### src/kih_pkg.sv
// constants and carrier types for the keypad interrupt handler
`default_nettype none

package kih_pkg;

    // event count and event bit positions
    localparam int NUM_EVENTS = 4;
    localparam int EV_KEY_PRESS = 0;
    localparam int EV_LONG_KEY  = 1;
    localparam int EV_TIMEOUT   = 2;
    localparam int EV_MISSING   = 3;

    // register offsets on the register access port
    localparam logic [7:0] STATUS_OFFSET    = 8'he3;
    localparam logic [7:0] MASK_OFFSET      = 8'he4;
    localparam logic [7:0] EDGE_OFFSET      = 8'he8;
    localparam logic [7:0] CTRL_OFFSET      = 8'he9;
    localparam logic [7:0] CLEAR_ALL_OFFSET = 8'hea;

    // field positions
    localparam int EDGE_FALL_BIT = 0;
    localparam int EDGE_RISE_BIT = 1;
    localparam int CTRL_PEND_BIT = 1;
    localparam int CTRL_COR_BIT  = 2;

    // reset values
    localparam logic [3:0] STATUS_RESET = 4'h0;
    localparam logic [3:0] MASK_RESET   = 4'hf;
    localparam logic [7:0] EDGE_RESET   = 8'h55;
    localparam logic       COR_RESET    = 1'b0;
    localparam logic       PEND_RESET   = 1'b0;
    localparam logic [7:0] RDATA_RESET  = 8'h00;
    localparam logic       IRQ_N_RESET  = 1'b1;

    // one register access request, taken in one cycle
    typedef struct packed {
        logic       rd;
        logic       wr;
        logic [7:0] addr;
        logic [7:0] wdata;
    } kih_reg_req_t;

    // read answer, valid for one cycle
    typedef struct packed {
        logic       valid;
        logic [7:0] data;
    } kih_reg_rsp_t;

endpackage

`default_nettype wire

### src/kih_top.sv
// keypad interrupt handler: edge select, mask, status and irq line
// Function
// - status bits: missing, timeout, long key, press
// - missing event works only in test mode
// - mask bit one blocks event request
// - all mask bits one after reset
// - mask written on the interface clock
// - two-bit edge select: fall, rise, both, off
// - edge pairs at 7:6, 5:4, 3:2, 1:0
// - reset: falling enabled, rising disabled everywhere
// - pending disable bit drops events during latency
// - clear-on-read: status read clears status
// - otherwise write one clears status bit
// - otherwise read of clear address clears all
// - control bits reset zero, reserved read zero
`timescale 1ns/1ps
`default_nettype none

module kih_top
(
    input  wire logic                  mclk,
    input  wire logic                  rstn,
    input  wire logic                  test_mode,
    input  wire logic [3:0]            event_in,
    input  wire kih_pkg::kih_reg_req_t reg_req,
    output kih_pkg::kih_reg_rsp_t      reg_rsp,
    output logic                       keypad_irq_line_n
);

    ////////////////////////////////////////////////////////////////////////////////
    // register state

    logic [3:0] mask_q;
    logic [7:0] edge_q;
    logic       cor_q;
    logic       pend_q;

    kih_pkg::kih_reg_rsp_t rsp_q;
    logic                  irq_n_q;

    logic [3:0] status;
    logic [3:0] pending;
    logic [3:0] edge_hit;
    logic [3:0] clear;
    logic [3:0] event_en;

    ////////////////////////////////////////////////////////////////////////////////
    // address decode

    logic hit_status;
    logic hit_mask;
    logic hit_edge;
    logic hit_ctrl;
    logic hit_clear_all;

    // one-hot selects of the mapped registers
    assign hit_status    = (reg_req.addr == kih_pkg::STATUS_OFFSET);
    assign hit_mask      = (reg_req.addr == kih_pkg::MASK_OFFSET);
    assign hit_edge      = (reg_req.addr == kih_pkg::EDGE_OFFSET);
    assign hit_ctrl      = (reg_req.addr == kih_pkg::CTRL_OFFSET);
    assign hit_clear_all = (reg_req.addr == kih_pkg::CLEAR_ALL_OFFSET);

    ////////////////////////////////////////////////////////////////////////////////
    // writable registers

    // mask register, all events masked out of reset
    always_ff @(posedge mclk)
    begin
        if (!rstn)
            mask_q <= kih_pkg::MASK_RESET;
        else if (reg_req.wr && hit_mask)
            mask_q <= reg_req.wdata[3:0];
    end

    // edge selection pairs, falling edge on for every event after reset
    always_ff @(posedge mclk)
    begin
        if (!rstn)
            edge_q <= kih_pkg::EDGE_RESET;
        else if (reg_req.wr && hit_edge)
            edge_q <= reg_req.wdata;
    end

    // handler control: clear-on-read and pending capture disable
    always_ff @(posedge mclk)
    begin
        if (!rstn)
        begin
            cor_q  <= kih_pkg::COR_RESET;
            pend_q <= kih_pkg::PEND_RESET;
        end
        else if (reg_req.wr && hit_ctrl)
        begin
            cor_q  <= reg_req.wdata[kih_pkg::CTRL_COR_BIT];
            pend_q <= reg_req.wdata[kih_pkg::CTRL_PEND_BIT];
        end
    end

    ////////////////////////////////////////////////////////////////////////////////
    // status clear sources

    logic       clear_read;
    logic       clear_all;
    logic [3:0] clear_write;

    // a read of status in clear-on-read mode wipes the whole register
    assign clear_read = cor_q & reg_req.rd & hit_status;

    // without clear-on-read, a read of the dedicated address wipes everything
    assign clear_all = ~cor_q & reg_req.rd & hit_clear_all;

    // without clear-on-read, a one written to a status bit clears that bit
    assign clear_write = (~cor_q & reg_req.wr & hit_status) ? reg_req.wdata[3:0] : 4'h0;

    assign clear = clear_write | {4{clear_read | clear_all}};

    ////////////////////////////////////////////////////////////////////////////////
    // per-event detection and status

    // the missing event is live only in test mode
    assign event_en = {test_mode, 3'b111};

    genvar gi;
    generate
        for (gi = 0; gi < kih_pkg::NUM_EVENTS; gi++)
        begin : g_event
            kih_edge_detect u_edge
            (
                .mclk     (mclk),
                .rstn     (rstn),
                .level    (event_in[gi]),
                .rise_en  (edge_q[2*gi + kih_pkg::EDGE_RISE_BIT]),
                .fall_en  (edge_q[2*gi + kih_pkg::EDGE_FALL_BIT]),
                .enable   (event_en[gi]),
                .edge_hit (edge_hit[gi])
            );

            kih_status_cell u_status
            (
                .mclk         (mclk),
                .rstn         (rstn),
                .edge_hit     (edge_hit[gi]),
                .clear        (clear[gi]),
                .pend_disable (pend_q),
                .status       (status[gi]),
                .pending      (pending[gi])
            );
        end
    endgenerate

    ////////////////////////////////////////////////////////////////////////////////
    // interrupt line

    // low while any unmasked status bit is set
    always_ff @(posedge mclk)
    begin
        if (!rstn)
            irq_n_q <= kih_pkg::IRQ_N_RESET;
        else
            irq_n_q <= ~|(status & ~mask_q);
    end

    ////////////////////////////////////////////////////////////////////////////////
    // read path

    logic [7:0] rdata_d;

    // read mux; reserved bits and unmapped addresses read as zero
    always_comb
    begin
        rdata_d = 8'h00;
        case (1'b1)
            hit_status: rdata_d = {4'h0, status};
            hit_mask:   rdata_d = {4'h0, mask_q};
            hit_edge:   rdata_d = edge_q;
            hit_ctrl:   rdata_d = {5'h00, cor_q, pend_q, 1'b0};
            default:    rdata_d = 8'h00;
        endcase
    end

    // answer one cycle after the read request, shows status before any clear
    always_ff @(posedge mclk)
    begin
        if (!rstn)
        begin
            rsp_q.valid <= 1'b0;
            rsp_q.data  <= kih_pkg::RDATA_RESET;
        end
        else
        begin
            rsp_q.valid <= reg_req.rd;
            if (reg_req.rd)
                rsp_q.data <= rdata_d;
        end
    end

    assign reg_rsp           = rsp_q;
    assign keypad_irq_line_n = irq_n_q;

endmodule

`default_nettype wire

### src/kih_edge_detect.sv
// edge detector for one keypad event with selectable polarity
`timescale 1ns/1ps
`default_nettype none

module kih_edge_detect
(
    input  wire logic mclk,
    input  wire logic rstn,
    input  wire logic level,
    input  wire logic rise_en,
    input  wire logic fall_en,
    input  wire logic enable,
    output logic      edge_hit
);

    logic prev_q;
    logic valid_q;

    // previous level of the event input
    always_ff @(posedge mclk)
    begin
        if (!rstn)
            prev_q <= 1'b0;
        else
            prev_q <= level;
    end

    // no edge is reported until one real sample of the level is held
    always_ff @(posedge mclk)
    begin
        if (!rstn)
            valid_q <= 1'b0;
        else
            valid_q <= 1'b1;
    end

    // 01 fall, 10 rise, 11 both, 00 off
    assign edge_hit = enable & valid_q &
                      ((rise_en & level & ~prev_q) | (fall_en & ~level & prev_q));

endmodule

`default_nettype wire

### src/kih_status_cell.sv
// sticky status bit for one event with optional pending capture
`timescale 1ns/1ps
`default_nettype none

module kih_status_cell
(
    input  wire logic mclk,
    input  wire logic rstn,
    input  wire logic edge_hit,
    input  wire logic clear,
    input  wire logic pend_disable,
    output logic      status,
    output logic      pending
);

    logic status_q;
    logic pending_q;

    // set wins over clear; a held pending event reloads the bit once it is clear
    always_ff @(posedge mclk)
    begin
        if (!rstn)
            status_q <= 1'b0;
        else
            status_q <= edge_hit | (status_q & ~clear) | (pending_q & ~status_q);
    end

    // events seen while the bit is already set wait here unless capture is off
    always_ff @(posedge mclk)
    begin
        if (!rstn)
            pending_q <= 1'b0;
        else if (pend_disable)
            pending_q <= 1'b0;
        else if (edge_hit & status_q & ~clear)
            pending_q <= 1'b1;
        else if (!status_q)
            pending_q <= 1'b0;
    end

    assign status  = status_q;
    assign pending = pending_q;

endmodule

`default_nettype wire

### config.mk
export PLATFORM = sky130hd
export DESIGN_NAME = kih_top
export DESIGN_NICKNAME = d
export VERILOG_FILES = /design/src/kih_pkg.sv /design/src/kih_top.sv /design/src/kih_edge_detect.sv /design/src/kih_status_cell.sv
export SDC_FILE = /design/constraint.sdc
export NUM_CORES = 1
export LEC_CHECK = 0
export ABC_AREA = 1
export BUFFER_PORTS_ARGS = -buffer_cell sky130_fd_sc_hd__buf_2
export CAP_MARGIN = 20
export CELL_PAD_IN_SITES_DETAIL_PLACEMENT = 1
export CELL_PAD_IN_SITES_GLOBAL_PLACEMENT = 1
export CORE_MARGIN = 3
export CORE_UTILIZATION = 39
export CTS_CLUSTER_SIZE = 12
export DETAILED_ROUTE_END_ITERATION = 10
export PLACE_DENSITY_LB_ADDON = 0.1
export SETUP_SLACK_MARGIN = 0.2
export SYNTH_ARGS = -nofsm -noshare
export SYNTH_HDL_FRONTEND = slang
export SYNTH_HIERARCHICAL = 1
export SYNTH_SLANG_ARGS = --single-unit
### constraint.sdc
create_clock -name mclk -period 1.4 [get_ports mclk]
set_input_delay 0.07 -clock mclk [delete_from_list [all_inputs] [get_ports mclk]]
set_output_delay 0.07 -clock mclk [all_outputs]
set_load 0.05 [all_outputs]
==> flow_summary.json, run 1 <==
{
  "run_status": "finished, final reports clean",
  "setup.worst_path.start_class": "flop",
  "grtUsageTotal_pct": 19.0,
  "clock_sinks": 40,
  "crit_arrival_ns": 1.51,
  "finalNetCount": 345,
  "fp.dieArea_um2": 5640,
  "slew_viol_final": 0,
  "initial_core_utilization_pct": 41.6,
  "floorplan.die.height_um": 75.1,
  "vias": 1773,
  "finalSetupViolCount": 0,
  "finalWeightedCongestion": 0.800,
  "port_buffers": 34,
  "cts.htree.levels": 2,
  "cts_buffers": 5,
  "floorplan.rows": 24,
  "end_kind": "flop",
  "clk_transition_reported_paths_ns": 0.08,
  "drt_first_pass_iters": 4,
  "post-route-util_pct": 51.5,
  "total_leakage_power_nw": 1.18,
  "synth_area_per_cell_um2": 6.98,
  "synthCells": 267,
  "syn_area_um2": 1860,
  "finalClockSkew_ns": 0.00270,
  "totalPowerFinal_mw": 2.20,
  "max-vdd-ir-drop_mv": 0.555,
  "fin_crit_sh_pct": 93.9,
  "layout_commonest_cell": "sky130_fd_sc_hd__nand2_1",
  "clock_tree_from_tritoncts": "done",
  "cp_cell_sequence": "nand4_1 -> o31ai_2 -> nand4_1 -> o21ai_1 -> inv_1 -> nand2_1 -> nand3_1 -> nand2_1 -> inv_1",
  "antenna_cells_inserted": 0,
  "route.detailed.vias_per_inst": 4.75,
  "synth_warnings": 6,
  "totalWireLength_mm": 4.81,
  "crit_path_top_delay_cell": "sky130_fd_sc_hd__dfxtp_2",
  "cp_max_fo": 4,
  "hold_path_class": "primary input to flop",
  "criticalPathCategory": "flop to flop",
  "place.detailed.hpwl_mm": 3.59,
  "grt_pass1_wl_mm": 8.19,
  "fillerInstances": 611,
  "post-route-min-period_ns": 1.31,
  "power.density_nw_per_um2": 953,
  "wire_per_inst_um": 12.9,
  "grt_overflow_total": 0,
  "fin_setup_tns_ns": 0,
  "setup_repair_after_global_routing_missed_its_margin": "yes",
  "grt_antenna_before_repair": 0,
  "hold_violations": 0,
  "grt_pass1_vias": 1699,
  "number_of_register_bits_inferred_by_synthesis": 40,
  "placed_cells_incl_taps": 358,
  "max_freq_mhz": 761,
  "cts_buffer_depth": 2,
  "detail_route.iter0.violations": 87,
  "final-instance-count-excl-fill": 373,
  "syn2layout_area_growth_pct": 23.6,
  "max_cap_viol_count": 0,
  "most-common-layout-cells": "sky130_fd_sc_hd__nand2_1, sky130_fd_sc_hd__inv_1, sky130_fd_sc_hd__dfxtp_1",
  "io_pins": 35,
  "grt_start_max_net_pins": 19,
  "drt.antenna.violating_nets": 0,
  "synth_sequential_area_ratio_pct": 43.0,
  "floorplan.die.width_um": 75.1,
  "remaining_drc_errors": 0,
  "cp_data_required_time_ns": 1.60,
  "clk_root_buffer_cell": "sky130_fd_sc_hd__clkbuf_8",
  "worst_path_largest_cell_delay_ns": 0.35,
  "fraction_of_final_layout_cells_sized_beyond_drive_strength_1_pct": 21.8,
  "synthDistinctLibCells": 23,
  "clk-insertion-delay-late_ns": 0.29,
  "coreArea_um2": 4470
}
-- final timing paths --
kind / to / slack, ns / start / cells after the start
setup / recovery: g_event[2].u_status/status / 0.09 / cor_q / 9
hold / removal: edge_q[5] / 0.02 / reg_req[5] / 3
setup reg to reg: g_event[2].u_status/status / 0.09 / cor_q / 9
hold reg to reg: reg_rsp[0] / 0.47 / reg_rsp[0] / 2
-- synth_stat cells --
cell | count | area share (%)
sky130_fd_sc_hd__nand2_1 | 74 | 15
sky130_fd_sc_hd__inv_1 | 51 | 10
sky130_fd_sc_hd__dfxtp_1 | 40 | 43
sky130_fd_sc_hd__nand3_1 | 25 | 6.7
sky130_fd_sc_hd__a21oi_1 | 22 | 5.9
sky130_fd_sc_hd__nor2_1 | 9 | 1.8
sky130_fd_sc_hd__o211ai_1 | 8 | 3.2
sky130_fd_sc_hd__o21ai_0 | 7 | 1.9
sky130_fd_sc_hd__nand2_2 | 6 | 2.0
sky130_fd_sc_hd__nor2_2 | 6 | 2.0
sky130_fd_sc_hd__clkbuf_1 | 2 | 0.40
sky130_fd_sc_hd__inv_2 | 2 | 0.40
sky130_fd_sc_hd__nand4_1 | 2 | 0.67
sky130_fd_sc_hd__nor2_8 | 2 | 2.1
sky130_fd_sc_hd__o21ai_1 | 2 | 0.54
sky130_fd_sc_hd__o22ai_1 | 2 | 0.67
sky130_fd_sc_hd__buf_6 | 1 | 0.60
sky130_fd_sc_hd__clkinv_1 | 1 | 0.20
sky130_fd_sc_hd__clkinv_4 | 1 | 0.47
sky130_fd_sc_hd__conb_1 | 1 | 0.20
sky130_fd_sc_hd__nand3_4 | 1 | 0.94
sky130_fd_sc_hd__nor2_4 | 1 | 0.60
sky130_fd_sc_hd__o31ai_1 | 1 | 0.40
-- report_power, final --
part	total [mW]	switching (mW)	internal [mW]
registers	1.17	0.00891	1.16
logic	0.214	0.134	0.0797
clock network	0.815	0.414	0.401
total	2.20	0.557	1.64
-- metal layers --
layer  track usage (%)  wire length, um
met1              25.8             2340
met2              30.9             2300
met4              4.74               49
met5                 0                0
met3              4.01              129
-- sequential cells by signal, summed over array words and instances, names as in the netlist --
name,flops
edge_q,8
mask_q,4
pend_q,1
g_event.u_edge/valid_q,4
g_event.u_status/pending,4
g_event.u_status/status,4
cor_q,1
g_event.u_edge/prev_q,4
reg_rsp,9
keypad_irq_line_n,1
-- kinds of logic after synthesis --
family	count (synthesis)	synth area share (%)
buffers and inverters	58	12.4
other	1	0.201
AO/OA/AOI/OAI	42	12.6
AND/OR/NAND/NOR	126	31.8
flip-flops	40	43.0
-- cell type report --
| cell class | count | area [um^2] | area share [%] |
|---|---|---|---|
| clock buffers | 7 | 86.3 | 3.75 |
| flip-flops and latches | 40 | 802 | 34.8 |
| repair buffers | 47 | 283 | 12.3 |
| multi-input cells | 171 | 848 | 36.8 |
| clock inverters | 1 | 7.51 | 0.326 |
| well taps | 52 | 65.1 | 2.82 |
| inverters | 55 | 211 | 9.18 |
-- critical path, delay by kind of cell, from the launching register on --
family                 cells  cell delay [ns]
AOI/OAI and AO/OA          2             0.23
DFF                        1             0.35
buffers and inverters      2             0.11
and+or+nand+nor            5             0.55
-- through the flow --
| stage | hold slack [ns] | setup WS (ns) | area, um^2 |
|---|---|---|---|
| floorplan | 0.0977 | 0.273 | 1870 |
| global placement | 0.269 | 0.0751 | 2130 |
| detailed placement | 0.276 | 0.0182 | 2130 |
| CTS | 0.0156 | 0.120 | 2300 |
| global route | 0.0264 | 0.0257 | 2300 |
| finish | 0.0248 | 0.0857 | 2300 |
-- timing repair --
action,4_1_cts,5_1_grt
pin swaps,4,2
buffers inserted,1,0
hold buffers,6,0
gates resized for setup,4,1
hold endpoints to repair,6,0
gates cloned,0,0
setup endpoints to repair,8,8
Power figures use the tool's default switching activity.
==> run 2, diff against run 1 <==
--- a/config.mk
+++ b/config.mk
@@ -14,7 +14,7 @@
 export CORE_UTILIZATION = 39
 export CTS_CLUSTER_SIZE = 12
 export DETAILED_ROUTE_END_ITERATION = 10
-export PLACE_DENSITY_LB_ADDON = 0.1
+export PLACE_DENSITY = 0.87
 export SETUP_SLACK_MARGIN = 0.2
 export SYNTH_ARGS = -nofsm -noshare
 export SYNTH_HDL_FRONTEND = slang
==> flow_summary.json, run 2 (synthesis results as in run 1) <==
{
  "hold_violations": 0,
  "floorplan.rows": 24,
  "power.density_nw_per_um2": 953,
  "grt_overflow_total": 0,
  "initial_core_utilization_pct": 41.6,
  "remaining_drc_errors": 0,
  "end_kind": "flop",
  "max_cap_viol_count": 0,
  "worst_r2r_path_depth": 9,
  "setup.worst_path.start_class": "flop",
  "max_freq_mhz": 757,
  "criticalPathCategory": "flop to flop",
  "clock_sinks": 40,
  "post-route-min-period_ns": 1.32,
  "most-common-layout-cells": "sky130_fd_sc_hd__nand2_1, sky130_fd_sc_hd__inv_1, sky130_fd_sc_hd__dfxtp_1",
  "detail_route.iter0.violations": 59,
  "grt_start_max_net_pins": 21,
  "finalClockSkew_ns": 0.00871,
  "floorplan.die.height_um": 75.1,
  "vias": 1871,
  "fin_crit_sh_pct": 94.4,
  "layout_commonest_cell": "sky130_fd_sc_hd__nand2_1",
  "finalNetCount": 343,
  "slew_viol_final": 0,
  "fillerInstances": 610,
  "setup_repair_after_global_routing_missed_its_margin": "yes",
  "fin_setup_tns_ns": 0,
  "antenna_cells_inserted": 0,
  "clock_tree_from_tritoncts": "done",
  "drt.antenna.violating_nets": 0,
  "finalWeightedCongestion": 0.849,
  "clk-insertion-delay-late_ns": 0.30,
  "total_leakage_power_nw": 1.18,
  "place.detailed.hpwl_mm": 3.70,
  "floorplan.die.width_um": 75.1,
  "run_status": "finished, final reports clean",
  "wire_per_inst_um": 14.0,
  "crit_arrival_ns": 1.52,
  "cts.htree.levels": 2,
  "finalSetupViolCount": 0,
  "syn2layout_area_growth_pct": 23.5,
  "io_pins": 35,
  "cts_buffers": 5,
  "grtUsageTotal_pct": 20.6,
  "grt_pass1_vias": 1932,
  "max-vdd-ir-drop_mv": 0.509,
  "clk_root_buffer_cell": "sky130_fd_sc_hd__clkbuf_8",
  "grt_antenna_before_repair": 0,
  "worst_hold_path_cells": 3,
  "coreArea_um2": 4470,
  "grt_pass1_wl_mm": 8.75,
  "largest_register_ffs": 9,
  "post-route-util_pct": 51.4,
  "worst_path_largest_cell_delay_ns": 0.36,
  "fp.dieArea_um2": 5640,
  "hold_path_class": "primary input to flop",
  "fraction_of_final_layout_cells_sized_beyond_drive_strength_1_pct": 21.6,
  "cp_max_fo": 4,
  "clk_transition_reported_paths_ns": 0.08,
  "crit_path_top_delay_cell": "sky130_fd_sc_hd__dfxtp_4",
  "cts_buffer_depth": 2,
  "port_buffers": 34,
  "cp_data_required_time_ns": 1.60,
  "cp_cell_sequence": "nand4_1 -> o31ai_2 -> nand4_1 -> o21ai_1 -> inv_1 -> nand2_1 -> nand3_1 -> nand2_1 -> inv_1",
  "totalWireLength_mm": 5.19,
  "route.detailed.vias_per_inst": 5.04,
  "drt_first_pass_iters": 4
}
[run 2: changes by cell type in the layout (fill, tap and decap cells not counted)]
cell and change:
sky130_fd_sc_hd__o21ai_0 +1, sky130_fd_sc_hd__o21ai_1 -1, sky130_fd_sc_hd__dlygate4sd3_1 -1, sky130_fd_sc_hd__dfxtp_4 +1, sky130_fd_sc_hd__buf_12 +1, sky130_fd_sc_hd__buf_4 -2
sky130_fd_sc_hd__dfxtp_2 -1
[run 2: routing by layer]
metal	track usage, %	vias up	part of all wire (%)
met1	24.0	878	45
met3	4.14	14	3.7
met2	36.4	47	49
li1	-	932	-
met5	0	-	0
met4	8.89	0	2.9
[run 2: worst paths after layout]
kind | start | to | slack (ns)
worst max register to register | cor_q | g_event[0].u_status/status | 0.08
worst min-delay path | event_in[0] | g_event[0].u_edge/prev_q | 0.01
worst min register to register | reg_rsp[3] | reg_rsp[3] | 0.46
worst max-delay path | cor_q | g_event[0].u_status/status | 0.08
[run 2: cell type report]
cell class,instances,area (um^2),area share (%)
clock buffer,7,86.3,3.75
multi-input combinational,171,848,36.9
timing repair buffer,45,278,12.1
tap,52,65.1,2.83
sequential,40,805,35.0
inverter,55,211,9.19
clock inverter,1,7.51,0.326
[run 2: critical path: cells and delay by family, from the launching register on]
kind	cells	cell delay, ns
AO/OA/AOI/OAI	2	0.23
AND/OR/NAND/NOR	5	0.51
buffers and inverters	2	0.14
flip-flops	1	0.36
[run 2: power by group]
part | switching, mW | leakage [nW] | internal (mW) | total [mW]
Sequential | 0.00953 | 0.327 | 1.16 | 1.17
Clock | 0.406 | 0.0445 | 0.401 | 0.807
Combinational | 0.140 | 0.805 | 0.0815 | 0.221
[run 2: per-stage QoR]
step	hold slack (ns)	cell area [um^2]	setup WS [ns]	instances	power [mW]
2_1_floorplan	0.0977	1870	0.273	269	1.31
3_3_place_gp	0.268	2140	0.0632	357	1.39
3_5_place_dp	0.281	2140	0.0459	357	1.40
4_1_cts	0.00599	2300	0.0898	371	2.21
5_1_grt	0.0164	2300	-0.0405	371	2.29
6_report	0.0129	2300	0.0788	371	2.19
[run 2: repair_timing]
item                                   in CTS  in global routing
endpoints found under the hold margin       5                  0
setup endpoints to repair                   8                  8
hold buffers                                5                  0
pin swaps                                   3                  1
setup buffers                               1                  0
gates resized for setup                     5                  0
